**config.mk**
```make
export PLATFORM = sky130hd
export DESIGN_NAME = branch_ops
export DESIGN_NICKNAME = d
export VERILOG_FILES = /design/src/include/branch_ops_pkg.sv /design/src/rtl/branch_ops.sv
export SDC_FILE = /design/constraint.sdc
export NUM_CORES = 1
export LEC_CHECK = 0
export BUFFER_PORTS_ARGS = -buffer_cell sky130_fd_sc_hd__buf_2
export CORE_MARGIN = 8
export CORE_UTILIZATION = 40
export CTS_CLUSTER_DIAMETER = 100
export DETAILED_ROUTE_END_ITERATION = 8
export PLACE_DENSITY_LB_ADDON = 0.3
export SYNTH_ARGS = -nofsm -noshare
export SYNTH_HDL_FRONTEND = slang
export SYNTH_SLANG_ARGS = --single-unit
```
**constraint.sdc**
```tcl
create_clock -name aclk -period 5.4 [get_ports aclk]
set_clock_uncertainty 0.05 [all_clocks]
set_input_delay 1.08 -clock aclk [delete_from_list [all_inputs] [get_ports aclk]]
set_output_delay 1.08 -clock aclk [all_outputs]
set_load 0.01 [all_outputs]
```
**src/include/branch_ops_pkg.sv**
```systemverilog
/*
  Shared constants for the branch and counter-load execute block:
  register byte addresses, the control register field position and encodings.
  Assumes a 32-bit AXI4-Lite bus with word-aligned registers.
*/
package branch_ops_pkg;
  // Register byte addresses
  localparam logic [11:0] ADDR_INSTR   = 12'h000;
  localparam logic [11:0] ADDR_PC      = 12'h004;
  localparam logic [11:0] ADDR_AUX     = 12'h008;
  localparam logic [11:0] ADDR_JR1     = 12'h00C;
  localparam logic [11:0] ADDR_JR2     = 12'h010;
  localparam logic [11:0] ADDR_CTRL    = 12'h014;
  localparam logic [11:0] ADDR_OUTS    = 12'h018;
  localparam logic [11:0] ADDR_TERM    = 12'h020;
  localparam logic [11:0] ADDR_COUNT   = 12'h030;
  localparam logic [11:0] ADDR_ALU     = 12'h040;
  // Status registers keep their printed offsets as word indices
  localparam logic [9:0]  IDX_STAT_A   = 10'h101;
  localparam logic [9:0]  IDX_STAT_B   = 10'h121;
  // Field positions
  localparam int unsigned CTRL_CORE_BIT = 0;
  // Opcode matches
  localparam logic [5:0]  OPC_JSRF     = 6'b00_1111;
  localparam logic [3:0]  OPC_JSRF_LO  = 4'h5;
  localparam logic [4:0]  OPC_JSRR     = 5'b0_0010;
  localparam logic [11:0] OPC_JTSF     = 12'h39B;
  localparam logic [2:0]  OPC_JTSF_LO  = 3'b101;
  localparam logic [10:0] OPC_JTSR     = 11'b001_0111_1001;
  localparam logic [2:0]  OPC_LDCA     = 3'b101;
  localparam logic [2:0]  OPC_LDCA_LO  = 3'b100;
  // Output shortcut actions
  localparam logic [1:0]  ACT_KEEP     = 2'b00;
  localparam logic [1:0]  ACT_OFF      = 2'b01;
  localparam logic [1:0]  ACT_ON       = 2'b10;
  localparam logic [1:0]  ACT_TOGGLE   = 2'b11;
  // Bus responses
  localparam logic [1:0]  RESP_OKAY    = 2'b00;
  localparam logic [1:0]  RESP_DECERR  = 2'b11;
  // Reset values
  localparam logic [15:0] RST_WORD     = 16'h0000;
  localparam logic [1:0]  RST_OUTS     = 2'b00;
endpackage

```
**src/rtl/branch_ops.sv**
```systemverilog
/*
  Execute logic for conditional/relative jumps, subroutine calls and the
  end-of-count load, with its register file on an AXI4-Lite slave.
  Assumes one clock, synchronous active-low reset and a well-behaved
  master with at most one write and one read outstanding.
*/
`timescale 1ns/1ns

// How it works
// - Taken absolute jump loads jump register address
// - Four-bit field picks status bit by index
// - Polarity zero tests low, one tests high
// - Status bits come from per-core control registers
// - Taken relative jump adds signed five-bit offset
// - Absolute call always jumps to jump register
// - Calls save current program counter in aux
// - Relative call adds signed offset, no condition
// - Operands limited to jump or arithmetic subsets
// - Counter load writes terminal and applies shortcuts
// - Two-bit field picks terminal count a-d
// - Reset flag clears counter or keeps it
// - Shortcut action keep, off, on or toggle
module branch_ops
  import branch_ops_pkg::*;
#(
  parameter int unsigned PC_W = 10  // Program counter width
) (
  input  wire logic        aclk,
  input  wire logic        aresetn,
  input  wire logic [11:0] s_axi_awaddr,
  input  wire logic        s_axi_awvalid,
  output logic             s_axi_awready,
  input  wire logic [31:0] s_axi_wdata,
  input  wire logic [3:0]  s_axi_wstrb,
  input  wire logic        s_axi_wvalid,
  output logic             s_axi_wready,
  output logic [1:0]       s_axi_bresp,
  output logic             s_axi_bvalid,
  input  wire logic        s_axi_bready,
  input  wire logic [11:0] s_axi_araddr,
  input  wire logic        s_axi_arvalid,
  output logic             s_axi_arready,
  output logic [31:0]      s_axi_rdata,
  output logic [1:0]       s_axi_rresp,
  output logic             s_axi_rvalid,
  input  wire logic        s_axi_rready,
  output logic [1:0]       shortcut_out
);

  // Refuse widths the offset arithmetic or the 16-bit register merge cannot serve
  if (PC_W < 5 || PC_W > 16) begin : g_chk
    $error("PC_W must lie between 5 and 16");
  end

  logic [11:0]     awaddr_q;           // Held write address
  logic [31:0]     wdata_q;            // Held write data
  logic [3:0]      wstrb_q;            // Held byte enables
  logic            aw_have_q;          // Address captured
  logic            w_have_q;           // Data captured
  logic            wr_do;              // Write commits this cycle
  logic            wr_hit;             // Write address is mapped
  logic [PC_W-1:0] pc_q;               // Program counter
  logic [PC_W-1:0] aux_q;              // Return address
  logic [PC_W-1:0] jr_q [2];           // Jump register subset
  logic [15:0]     alu_q [8];          // Arithmetic register subset
  logic [15:0]     stat_q [2];         // Per-core control and status
  logic            core_sel_q;         // Which core's status is tested
  logic [15:0]     instr_q;            // Last executed instruction
  logic [15:0]     term_q [4];         // Terminal count registers
  logic [15:0]     count_q [4];        // Running counters
  logic [1:0]      out_q;              // Shortcut output states
  logic [15:0]     iw;                 // Instruction being executed
  logic            exec;               // Instruction write strobe
  logic            is_jsrf;
  logic            is_jsrr;
  logic            is_jtsf;
  logic            is_jtsr;
  logic            is_ldca;
  logic            cond;               // Tested bit meets polarity
  logic [PC_W-1:0] rel_pc;             // Relative target
  logic [15:0]     stat_sel;           // Status word under test
  logic [31:0]     rd_mux;             // Read data for araddr
  logic            rd_hit;             // Read address is mapped

  // Byte-lane merge of a write into a 16-bit register
  function automatic logic [15:0] merge16(input logic [15:0] old_v,
                                          input logic [31:0] new_v,
                                          input logic [3:0] strb);
    logic [15:0] r;
    r = old_v;
    if (strb[0]) r[7:0] = new_v[7:0];
    if (strb[1]) r[15:8] = new_v[15:8];
    return r;
  endfunction

  // Applies one shortcut action to an output state
  function automatic logic apply_act(input logic cur, input logic [1:0] act);
    logic r;
    r = cur;
    case (act)
      ACT_KEEP:   r = cur;
      ACT_OFF:    r = 1'b0;
      ACT_ON:     r = 1'b1;
      ACT_TOGGLE: r = ~cur;
      default:    r = cur;
    endcase
    return r;
  endfunction

  // Write address channel: accept once, hold until response is taken
  always_ff @(posedge aclk) begin
    if (!aresetn) begin
      s_axi_awready <= 1'b1;
      aw_have_q     <= 1'b0;
      awaddr_q      <= 12'h000;
    end else if (s_axi_awvalid && s_axi_awready) begin
      s_axi_awready <= 1'b0;
      aw_have_q     <= 1'b1;
      awaddr_q      <= s_axi_awaddr;
    end else if (s_axi_bvalid && s_axi_bready) begin
      s_axi_awready <= 1'b1;
      aw_have_q     <= 1'b0;
    end
  end

  // Write data channel, independent of the address order
  always_ff @(posedge aclk) begin
    if (!aresetn) begin
      s_axi_wready <= 1'b1;
      w_have_q     <= 1'b0;
      wdata_q      <= 32'h0000_0000;
      wstrb_q      <= 4'h0;
    end else if (s_axi_wvalid && s_axi_wready) begin
      s_axi_wready <= 1'b0;
      w_have_q     <= 1'b1;
      wdata_q      <= s_axi_wdata;
      wstrb_q      <= s_axi_wstrb;
    end else if (s_axi_bvalid && s_axi_bready) begin
      s_axi_wready <= 1'b1;
      w_have_q     <= 1'b0;
    end
  end

  // Commit once both halves are present and no response is pending
  assign wr_do = aw_have_q && w_have_q && !s_axi_bvalid;

  // Write address decode
  always_comb begin
    wr_hit = 1'b0;
    if (awaddr_q[1:0] == 2'b00) begin
      if (awaddr_q <= ADDR_CTRL || awaddr_q[11:2] == IDX_STAT_A ||
          awaddr_q[11:2] == IDX_STAT_B ||
          (awaddr_q >= ADDR_ALU && awaddr_q < ADDR_ALU + 12'h020))
        wr_hit = (awaddr_q != ADDR_AUX);
    end
  end

  // Write response
  always_ff @(posedge aclk) begin
    if (!aresetn) begin
      s_axi_bvalid <= 1'b0;
      s_axi_bresp  <= RESP_OKAY;
    end else if (wr_do) begin
      s_axi_bvalid <= 1'b1;
      s_axi_bresp  <= wr_hit ? RESP_OKAY : RESP_DECERR;
    end else if (s_axi_bready) begin
      s_axi_bvalid <= 1'b0;
    end
  end

  // Instruction writes execute in the commit cycle
  assign exec = wr_do && awaddr_q == ADDR_INSTR;
  assign iw   = merge16(instr_q, wdata_q, wstrb_q);

  // Opcode decode; operand fields are too narrow to leave the subsets
  assign is_jsrf = exec && iw[15:10] == OPC_JSRF && iw[3:0] == OPC_JSRF_LO;
  assign is_jsrr = exec && iw[15:11] == OPC_JSRR && !iw[5];
  assign is_jtsf = exec && iw[15:4] == OPC_JTSF && iw[2:0] == OPC_JTSF_LO;
  assign is_jtsr = exec && iw[15:5] == OPC_JTSR;
  assign is_ldca = exec && iw[15:13] == OPC_LDCA && iw[2:0] == OPC_LDCA_LO;

  // Condition test: bit index and polarity sit in different places per opcode
  always_comb begin
    stat_sel = stat_q[core_sel_q];
    if (is_jsrr)
      cond = stat_sel[iw[9:6]] == iw[10];
    else
      cond = stat_sel[iw[8:5]] == iw[9];
  end

  // Offset is sign-extended from bit 4
  assign rel_pc = pc_q + {{(PC_W-5){iw[4]}}, iw[4:0]};

  // Program counter: software load, jumps, or sequential step
  always_ff @(posedge aclk) begin
    if (!aresetn) begin
      pc_q <= '0;
    end else if (wr_do && awaddr_q == ADDR_PC) begin
      pc_q <= PC_W'(merge16(16'(pc_q), wdata_q, wstrb_q));
    end else if (is_jsrf && cond) begin
      pc_q <= jr_q[iw[4]];
    end else if (is_jtsf) begin
      pc_q <= jr_q[iw[3]];
    end else if ((is_jsrr && cond) || is_jtsr) begin
      pc_q <= rel_pc;
    end else if (exec) begin
      pc_q <= pc_q + 1'b1;
    end
  end

  // Return address: only the calls touch it
  always_ff @(posedge aclk) begin
    if (!aresetn) begin
      aux_q <= '0;
    end else if (is_jtsf || is_jtsr) begin
      aux_q <= pc_q;
    end
  end

  // Software-loaded registers
  always_ff @(posedge aclk) begin
    if (!aresetn) begin
      jr_q       <= '{default: '0};
      alu_q      <= '{default: RST_WORD};
      stat_q     <= '{default: RST_WORD};
      core_sel_q <= 1'b0;
      instr_q    <= RST_WORD;
    end else if (wr_do) begin
      if (awaddr_q == ADDR_JR1)
        jr_q[0] <= PC_W'(merge16(16'(jr_q[0]), wdata_q, wstrb_q));
      if (awaddr_q == ADDR_JR2)
        jr_q[1] <= PC_W'(merge16(16'(jr_q[1]), wdata_q, wstrb_q));
      if (awaddr_q == ADDR_CTRL && wstrb_q[0])
        core_sel_q <= wdata_q[CTRL_CORE_BIT];
      if (awaddr_q[11:2] == IDX_STAT_A)
        stat_q[0] <= merge16(stat_q[0], wdata_q, wstrb_q);
      if (awaddr_q[11:2] == IDX_STAT_B)
        stat_q[1] <= merge16(stat_q[1], wdata_q, wstrb_q);
      if (awaddr_q >= ADDR_ALU && awaddr_q < ADDR_ALU + 12'h020 && awaddr_q[1:0] == 2'b00)
        alu_q[awaddr_q[4:2]] <= merge16(alu_q[awaddr_q[4:2]], wdata_q, wstrb_q);
      if (exec)
        instr_q <= iw;
    end
  end

  // Terminal counts follow the counter load
  always_ff @(posedge aclk) begin
    if (!aresetn) begin
      term_q <= '{default: RST_WORD};
    end else if (is_ldca) begin
      term_q[iw[7:6]] <= alu_q[iw[5:3]];
    end
  end

  // Counters step each cycle until they meet their terminal count
  always_ff @(posedge aclk) begin
    if (!aresetn) begin
      count_q <= '{default: RST_WORD};
    end else begin
      for (int i = 0; i < 4; i++) begin
        if (is_ldca && iw[12] && iw[7:6] == 2'(i))
          count_q[i] <= RST_WORD;
        else if (count_q[i] != term_q[i])
          count_q[i] <= count_q[i] + 16'h0001;
      end
    end
  end

  // Both shortcut actions apply in the same load
  always_ff @(posedge aclk) begin
    if (!aresetn) begin
      out_q <= RST_OUTS;
    end else if (is_ldca) begin
      out_q[0] <= apply_act(out_q[0], iw[11:10]);
      out_q[1] <= apply_act(out_q[1], iw[9:8]);
    end
  end
  assign shortcut_out = out_q;

  // Read decode; unmapped words answer DECERR with zero data
  always_comb begin
    rd_mux = 32'h0000_0000;
    rd_hit = 1'b1;
    if (s_axi_araddr[1:0] != 2'b00)
      rd_hit = 1'b0;
    else if (s_axi_araddr == ADDR_INSTR)
      rd_mux = {16'h0000, instr_q};
    else if (s_axi_araddr == ADDR_PC)
      rd_mux = 32'(pc_q);
    else if (s_axi_araddr == ADDR_AUX)
      rd_mux = 32'(aux_q);
    else if (s_axi_araddr == ADDR_JR1)
      rd_mux = 32'(jr_q[0]);
    else if (s_axi_araddr == ADDR_JR2)
      rd_mux = 32'(jr_q[1]);
    else if (s_axi_araddr == ADDR_CTRL)
      rd_mux = 32'(core_sel_q);
    else if (s_axi_araddr == ADDR_OUTS)
      rd_mux = 32'(out_q);
    else if (s_axi_araddr >= ADDR_TERM && s_axi_araddr < ADDR_COUNT)
      rd_mux = {16'h0000, term_q[s_axi_araddr[3:2]]};
    else if (s_axi_araddr >= ADDR_COUNT && s_axi_araddr < ADDR_ALU)
      rd_mux = {16'h0000, count_q[s_axi_araddr[3:2]]};
    else if (s_axi_araddr >= ADDR_ALU && s_axi_araddr < ADDR_ALU + 12'h020)
      rd_mux = {16'h0000, alu_q[s_axi_araddr[4:2]]};
    else if (s_axi_araddr[11:2] == IDX_STAT_A)
      rd_mux = {16'h0000, stat_q[0]};
    else if (s_axi_araddr[11:2] == IDX_STAT_B)
      rd_mux = {16'h0000, stat_q[1]};
    else
      rd_hit = 1'b0;
  end

  // Read channel: one outstanding read, data registered at acceptance
  always_ff @(posedge aclk) begin
    if (!aresetn) begin
      s_axi_arready <= 1'b1;
      s_axi_rvalid  <= 1'b0;
      s_axi_rdata   <= 32'h0000_0000;
      s_axi_rresp   <= RESP_OKAY;
    end else if (s_axi_arvalid && s_axi_arready) begin
      s_axi_arready <= 1'b0;
      s_axi_rvalid  <= 1'b1;
      s_axi_rdata   <= rd_mux;
      s_axi_rresp   <= rd_hit ? RESP_OKAY : RESP_DECERR;
    end else if (s_axi_rvalid && s_axi_rready) begin
      s_axi_arready <= 1'b1;
      s_axi_rvalid  <= 1'b0;
    end
  end

endmodule // branch_ops

```
Yosys cells after proc, flatten, opt, wreduce, memory -nomap -nowiden

Cells that the tools add are included.

Eq/ne operators: 40
$lt $le $gt $ge: 21
Reduce and logical (&&, ||, !) cells: 71
Divide/modulo/power cells: 0
Multiplexer cells: 96
Multiply operators: 0
Add/subtract/negate cells: 6
Shift-type cells: 0
Bitwise gates (word level): 13

Operators with widths:

| kind                                                                                  | count |
|---|---|
| 16-bit 2-to-1 mux                                                                     | 28 |
| 16-bit binary-select mux with 3-bit select                                            | 3 |
| 128-bit bitwise mux                                                                   | 1 |
| 10-bit 2-to-1 mux                                                                     | 11 |
| 8-bit 2-to-1 mux                                                                      | 11 |
| 16-bit by 1-bit adder with 16-bit output (second input constant)                      | 4 |
| 16-bit binary-select mux with 2-bit select                                            | 2 |
| 64-bit bitwise mux                                                                    | 1 |
| 16-bit != test                                                                        | 4 |
| 12-bit by 5-bit equality test with 1-bit output (second input constant)               | 5 |
| 16-bit demux with 3-bit select                                                        | 1 |
| 10-bit by 9-bit equality test with 1-bit output (second input constant)               | 4 |
| 12-bit by 4-bit equality test with 1-bit output (second input constant)               | 3 |
| 12-bit by 7-bit < comparator with 1-bit output (second input constant)                | 3 |
| 1-bit logical AND                                                                     | 33 |
| 16-bit demux with 2-bit select                                                        | 1 |
| 1-bit 2-to-1 mux                                                                      | 30 |
| 12-bit by 3-bit equality test with 1-bit output (second input constant)               | 2 |
| 12-bit by 6-bit greater-or-equal comparator with 1-bit output (second input constant) | 2 |
| 12-bit by 7-bit greater-or-equal comparator with 1-bit output (second input constant) | 2 |
| 12-bit zero test                                                                      | 2 |
| 3-bit AND reduction                                                                   | 8 |
| 2-bit AND reduction                                                                   | 7 |
| 12-bit by 10-bit equality test with 1-bit output (second input constant)              | 1 |
| 33 further kinds                                                                      | 78 |

Bits of input ports: 67
Memory bits (read-only): 0
Bits in registers: 420
Logic and storage cells: 291
Output and inout port bits: 43
RAM bits: 0
Memories kept: 0
Bits in latches: 0

Depth between registers and ports, before layout

Word-level depth: 15
Depth in mapped cells: 20
Gate-level depth less buffers: 18

Least setup slack after synthesis

No wires, ideal clock.

Path type: register to register
From: register wstrb_q[0]
To: register pc_q[9]
Setup slack: 0.607 ns
Clock period less this slack: 4.793 ns
Stages on the path, launching flop included: 19
Buffers on the path: 1
Setup time: 0.120 ns
Data required time: 5.230 ns
Arrival time: 4.623 ns
Path through: dfxtp_1 buf_6 mux2i_4 mux4_2 a22oi_1 o311ai_1 o21ai_1 a31oi_4 or2_2 ha_1 a21o_1 a21oi_1 o21bai_1 a2111oi_0 o41ai_1 nand2_1 nor3_1 or4_1 o31a_1

Longest elaborated chain between the ends: 11
Elaborated cells on any way between the ends: 36
Classes of those cells: add/sub (1); eq/ne (6); mux (16); bitwise (2); reduce/logical (11)

Ends and longest elaborated chain:

| what                                                                | line                                 | source |
|---|---|---|
| from (decl)                                                         | branch_ops.sv:57                     | `logic [3:0] wstrb_q;` |
| from (signal assigned)                                              | branch_ops.sv:137                    | `wstrb_q <= s_axi_wstrb;` |
| 8-bit 2-to-1 mux (*)                                                | branch_ops.sv:91                     | `if (strb[0]) r[7:0] = new_v[7:0];` |
| 1-bit binary-select mux with 4-bit select, on equally long branches | branch_ops.sv:188, branch_ops.sv:186 |  |
| 1-bit 2-to-1 mux, on equally long branches                          | branch_ops.sv:188, branch_ops.sv:186 |  |
| 1-bit equality test, on equally long branches                       | branch_ops.sv:188, branch_ops.sv:186 |  |
| 1-bit 2-to-1 mux                                                    | branch_ops.sv:185                    | `if (is_jsrr)` |
| 1-bit logical AND                                                   | branch_ops.sv:204                    | `end else if ((is_jsrr && cond) \|\| is_jtsr) begin` |
| 1-bit logical OR                                                    | branch_ops.sv:204                    |  |
| 10-bit 2-to-1 mux                                                   | branch_ops.sv:204                    |  |
| 10-bit 2-to-1 mux                                                   | branch_ops.sv:202                    | `end else if (is_jtsf) begin` |
| 10-bit 2-to-1 mux                                                   | branch_ops.sv:200                    | `end else if (is_jsrf && cond) begin` |
| 10-bit 2-to-1 mux                                                   | branch_ops.sv:198                    | `end else if (wr_do && awaddr_q == ADDR_PC) begin` |
| to (signal assigned)                                                | branch_ops.sv:199                    | `pc_q <= PC_W'(merge16(16'(pc_q), wdata_q, wstrb_q));` |
| to (signal assigned)                                                | branch_ops.sv:201                    | `pc_q <= jr_q[iw[4]];` |
| to (signal assigned)                                                | branch_ops.sv:203                    | `pc_q <= jr_q[iw[3]];` |
| to (decl)                                                           | branch_ops.sv:62                     | `logic [PC_W-1:0] pc_q;` |

Every way passes the cells marked *; elsewhere a longest branch is shown, timed or not. The select of a mux whose other input is x is not followed.
A chain may end at the register's enable or synchronous reset.

Final worst setup path

From: register wstrb_q[1]
To: register pc_q[8]

Longest elaborated chain between the ends: 11
Elaborated cells on any way between the ends: 29
Classes of those cells: eq/ne (7); mux (10); reduce/logical (12)

Ends and longest elaborated chain:

| what                                                                    | line              | source |
|---|---|---|
| 8-bit 2-to-1 mux                                                        | branch_ops.sv:92  | `if (strb[1]) r[15:8] = new_v[15:8];` |
| 1-bit binary-select mux with 4-bit select, or another cell as far along | branch_ops.sv:188 | `cond = stat_sel[iw[8:5]] == iw[9];` |
| 1-bit 2-to-1 mux (implied by the code), or another cell as far along    | branch_ops.sv:188 |  |
| 1-bit equality test, or another cell as far along                       | branch_ops.sv:188 |  |
| 1-bit 2-to-1 mux                                                        | branch_ops.sv:185 |  |
| 1-bit logical AND                                                       | branch_ops.sv:204 |  |
| 1-bit logical OR                                                        | branch_ops.sv:204 |  |
| 10-bit 2-to-1 mux                                                       | branch_ops.sv:204 |  |
| 10-bit 2-to-1 mux                                                       | branch_ops.sv:202 |  |
| 10-bit 2-to-1 mux                                                       | branch_ops.sv:200 |  |
| 10-bit 2-to-1 mux                                                       | branch_ops.sv:198 |  |

Parallel ways exist; a longest one is shown, timed or not. The select of a mux whose other input is x is not followed.

==> results.txt <==
The startpoint type of the worst setup path is a flop. The most frequently used flop master after synthesis is sky130_fd_sc_hd__dfxtp_1. After layout, the worst setup slack is 309 ps. The number of antenna violations at the first check in global routing came out at 2. The final critical-path share of the clock period is 0.943. The startpoint identified for the worst register-to-register timing path is wstrb_q[1]. The total count of max-transition violations in the final report came to 0. The final layout contains 2797 nets. The clock passes through at most 3 buffers.

Yosys instantiated no cell more often than sky130_fd_sc_hd__nor2_1. The final routed DRC violation total is 0. The kind of critical path is flop to flop. The flow ran to the end, and the final reports show no timing, DRC or antenna violations.

The number of global-route vias before repair is 19800. Entering global routing, the biggest net connects 151 pins. The routed length per placed instance is 23.0 um. The worst path needs 5090 ps of the cycle, external delays included.

The multi-input gate area in the final layout came out at 13400 um2. After synthesis the netlist holds a flip-flop and latch count of 402. The final routed wirelength across all metal layers is 80600 um. The cell taking the most area after synthesis is sky130_fd_sc_hd__dfxtp_1. Measured along the x axis, the die boundary spans 252 um. The number of H-tree branching levels came out at 2. Along the worst hold path, the cell count comes to 2. Dividing the synthesized area by the synthesized cell count gives 8.23 um2. The clock net in this run drives a total of 402 sinks. The count of instances resized after the clock tree is built came out at 0. The number of placed instances, taps included, is 3416. The standard-cell row count is 86. The worst-case register-to-register setup slack is 310 ps. CTS placed an instance of sky130_fd_sc_hd__clkbuf_16 at the clock tree root. The die covers 63600 um2. The class of the tightest hold or removal check is flop to flop.

In this run the tool buffered the top-level ports with 75 buffer cells. The final weighted congestion in routability-driven placement is 0.956. The startpoint identified for the worst hold timing path is s_axi_rdata[8].

The minimum setup slack after placement came out at 265 ps. The layout cell share with drive strength beyond 1 came out at 0.140. The later-pin clock latency in the skew report came out at 600 ps. Counting flops with a built-in enable in the synthesized netlist gives 0. The path with the worst hold slack has its endpoint at s_axi_rdata[8].

The final core area utilization is 0.456. The number of endpoints with negative hold slack in the final report came out at 0. The design draws 6.90 mW. The number of buffers inserted by hold repair at cts came out at 0. The global-route wire length before repair came out at 122000 um. The core area came out at 55100 um2.

The post-CTS repair timing setup buffer count came out at 0. The highest net fanout along the worst path is 30. The via density per instance is 5.95.

The register clock-pin slew on the reported worst setup and hold paths is 60 ps. The setup TNS came out at 0 ps. Setup repair after global routing left no endpoint under its margin. The worst hold margin is 399 ps. The number of distinct library cells after synthesis is 79.

The relative slew slack came out at 0.198. The total of max-cap violations is 0. The commonest cells after synthesis are sky130_fd_sc_hd__nor2_1 (539), sky130_fd_sc_hd__dfxtp_1 (402), sky130_fd_sc_hd__nand2_1 (360), sky130_fd_sc_hd__a21oi_1 (291), sky130_fd_sc_hd__clkbuf_1 (140). The total of fill cells in the finished design came out at 5340. The total power per unit cell area is 275 nW/um2. The worst-case IR drop observed on VDD is 0.000203 V. The terminus of the critical flop-to-flop path is pc_q[8]. The final number of setup-violating endpoints came out at 0. The count of yosys warnings during synthesis is 0. The async set-reset flop share out of synthesis came out at 0. The I/O pin count came out at 110. The final antenna-violating net count came out at 0. The vias after detailed routing came out at 20900. Of the post-synthesis cell area, the dominant cell type holds 0.361. The achievable clock frequency came out at 196 MHz. With fillers left out, the area of the finished cells amounts to 25100 um2. The floorplan die height came out at 252 um. The detailed router's first-iteration violation count came out at 2130. The area growth from synthesis to final layout came out at 12.5%.

The half-perimeter wire length of the detailed placement result is 57300 um. The area of all sequential standard cells came out at 8050 um2. Yosys attributes the largest share of cell area to sky130_fd_sc_hd__dfxtp_1 (36%), sky130_fd_sc_hd__mux4_2 (10%), sky130_fd_sc_hd__nor2_1 (9.1%). The final cell count without fillers is 3502. The initial utilization of the core area, before any placement, comes to 0.405. The number of buffers created by CTS came out at 46.

The synthesized area is 22300 um2. The data required time at the worst endpoint is 5780 ps. The pre-antenna-repair detailed-routing pass consisted of 6 iterations. The leakage power summed over all cells is 8.94 nW.

The all-layer global routing usage is 0.245. The actual transition at the worst max-transition pin is 1200 ps. The number of cells produced by synthesis is 2713. STA classifies the critical path endpoint as a flop. The cell depth of the worst flop-to-flop path is 20. The total overflow left after global routing is 0. Of the synthesized area, sequential elements account for 0.361. The cell area reported after detailed placement is 23500 um2. The data arrival time of the worst path is 5470 ps. The CTS tree is yes.
[worst max-delay path by stage]
stage / endpoint / start / slack (ps)
4_1_cts: pc_q[9] / wstrb_q[1] / 240
5_1_grt: pc_q[8] / wstrb_q[1] / 30
2_1_floorplan: pc_q[9] / wstrb_q[0] / 610
3_3_place_gp: pc_q[9] / wstrb_q[1] / 250
3_5_place_dp: pc_q[9] / wstrb_q[1] / 260
6_report: pc_q[8] / wstrb_q[1] / 310
[layout make-up]
cell class	count	share of cell area
Sequential cell	402	0.321
Antenna cell	1	0.0000997
Inverter	25	0.00404
Multi-Input combinational cell	2091	0.535
Clock buffer	63	0.0524
Timing Repair Buffer	150	0.0386
Tap cell	748	0.0373
Clock inverter	22	0.0118
[report_power, final]
group | leakage [nW] | internal, mW | switching (mW)
logic | 4.90 | 0.169 | 0.340
registers | 3.24 | 3.00 | 0.0549
clock network | 0.796 | 2.00 | 1.33
total | 8.94 | 5.17 | 1.73
[routing by layer]
layer  vias to the layer above  wire length (um)  part of all wire  global-route usage
li1                       9532                 -                 -                   -
met1                     10100             33500              0.41               0.322
met2                       996             36600              0.45               0.394
met3                       193              7250             0.090              0.0459
met4                         2              3350             0.042              0.0972
met5                         -                13           0.00016                   0
[flip-flops by register name, summed over array words and instances (netlist names), 2 cells and up]
register	flops
alu_q	128
pc_q	10
wstrb_q	2
aux_q	10
jr_q	20
instr_q	16
wdata_q	16
count_q	64
shortcut_out	2
awaddr_q	12
stat_q	32
s_axi_rdata	16
term_q	64
[worst max-delay path, cell delays in order (launching register included)]
cell and delay, ps:
sky130_fd_sc_hd__dfxtp_2 360, sky130_fd_sc_hd__buf_4 360, sky130_fd_sc_hd__mux2i_1 380, sky130_fd_sc_hd__buf_4 210, sky130_fd_sc_hd__nor3_1 50, sky130_fd_sc_hd__a22oi_1 230, sky130_fd_sc_hd__o311ai_1 180, sky130_fd_sc_hd__o21ai_1 230
sky130_fd_sc_hd__a31oi_4 160, sky130_fd_sc_hd__or2_2 320, sky130_fd_sc_hd__ha_1 210, sky130_fd_sc_hd__fa_1 410, sky130_fd_sc_hd__a21o_1 200, sky130_fd_sc_hd__a21oi_1 210, sky130_fd_sc_hd__o21bai_1 120, sky130_fd_sc_hd__a2111o_1 440
sky130_fd_sc_hd__a31o_2 210, sky130_fd_sc_hd__a31oi_1 180, sky130_fd_sc_hd__a21oi_1 60, sky130_fd_sc_hd__o21ai_0 220, sky130_fd_sc_hd__a31oi_1 110
[cells in the final DEF (no fill, tap or decap), types with 31 or more instances in the layout]
cell type,instances
sky130_fd_sc_hd__a211oi_1,66
sky130_fd_sc_hd__a21oi_1,290
sky130_fd_sc_hd__buf_2,73
sky130_fd_sc_hd__buf_4,75
sky130_fd_sc_hd__clkbuf_16,47
sky130_fd_sc_hd__dfxtp_1,398
sky130_fd_sc_hd__mux2i_1,120
sky130_fd_sc_hd__mux4_2,104
sky130_fd_sc_hd__nand2_1,360
sky130_fd_sc_hd__nand3_1,75
sky130_fd_sc_hd__nand4_1,31
sky130_fd_sc_hd__nor2_1,537
sky130_fd_sc_hd__o21ai_0,40
sky130_fd_sc_hd__xnor2_1,36
sky130_fd_sc_hd__xor2_1,92
[cell families (layout without fill, tap and decap cells)]
logic type | Yosys count | count (layout) | share of synthesized area
other | 1 | 17 | 0.000168
AOI/OAI and AO/OA | 534 | 534 | 0.145
adders and majority gates | 14 | 14 | 0.00818
muxes | 246 | 246 | 0.172
DFF | 402 | 402 | 0.361
and+or+nand+nor | 1153 | 1153 | 0.219
xor gates and xnor gates | 128 | 128 | 0.0502
buffers and inverters | 235 | 260 | 0.0448
No activity file was read; power rests on OpenSTA's default activity.
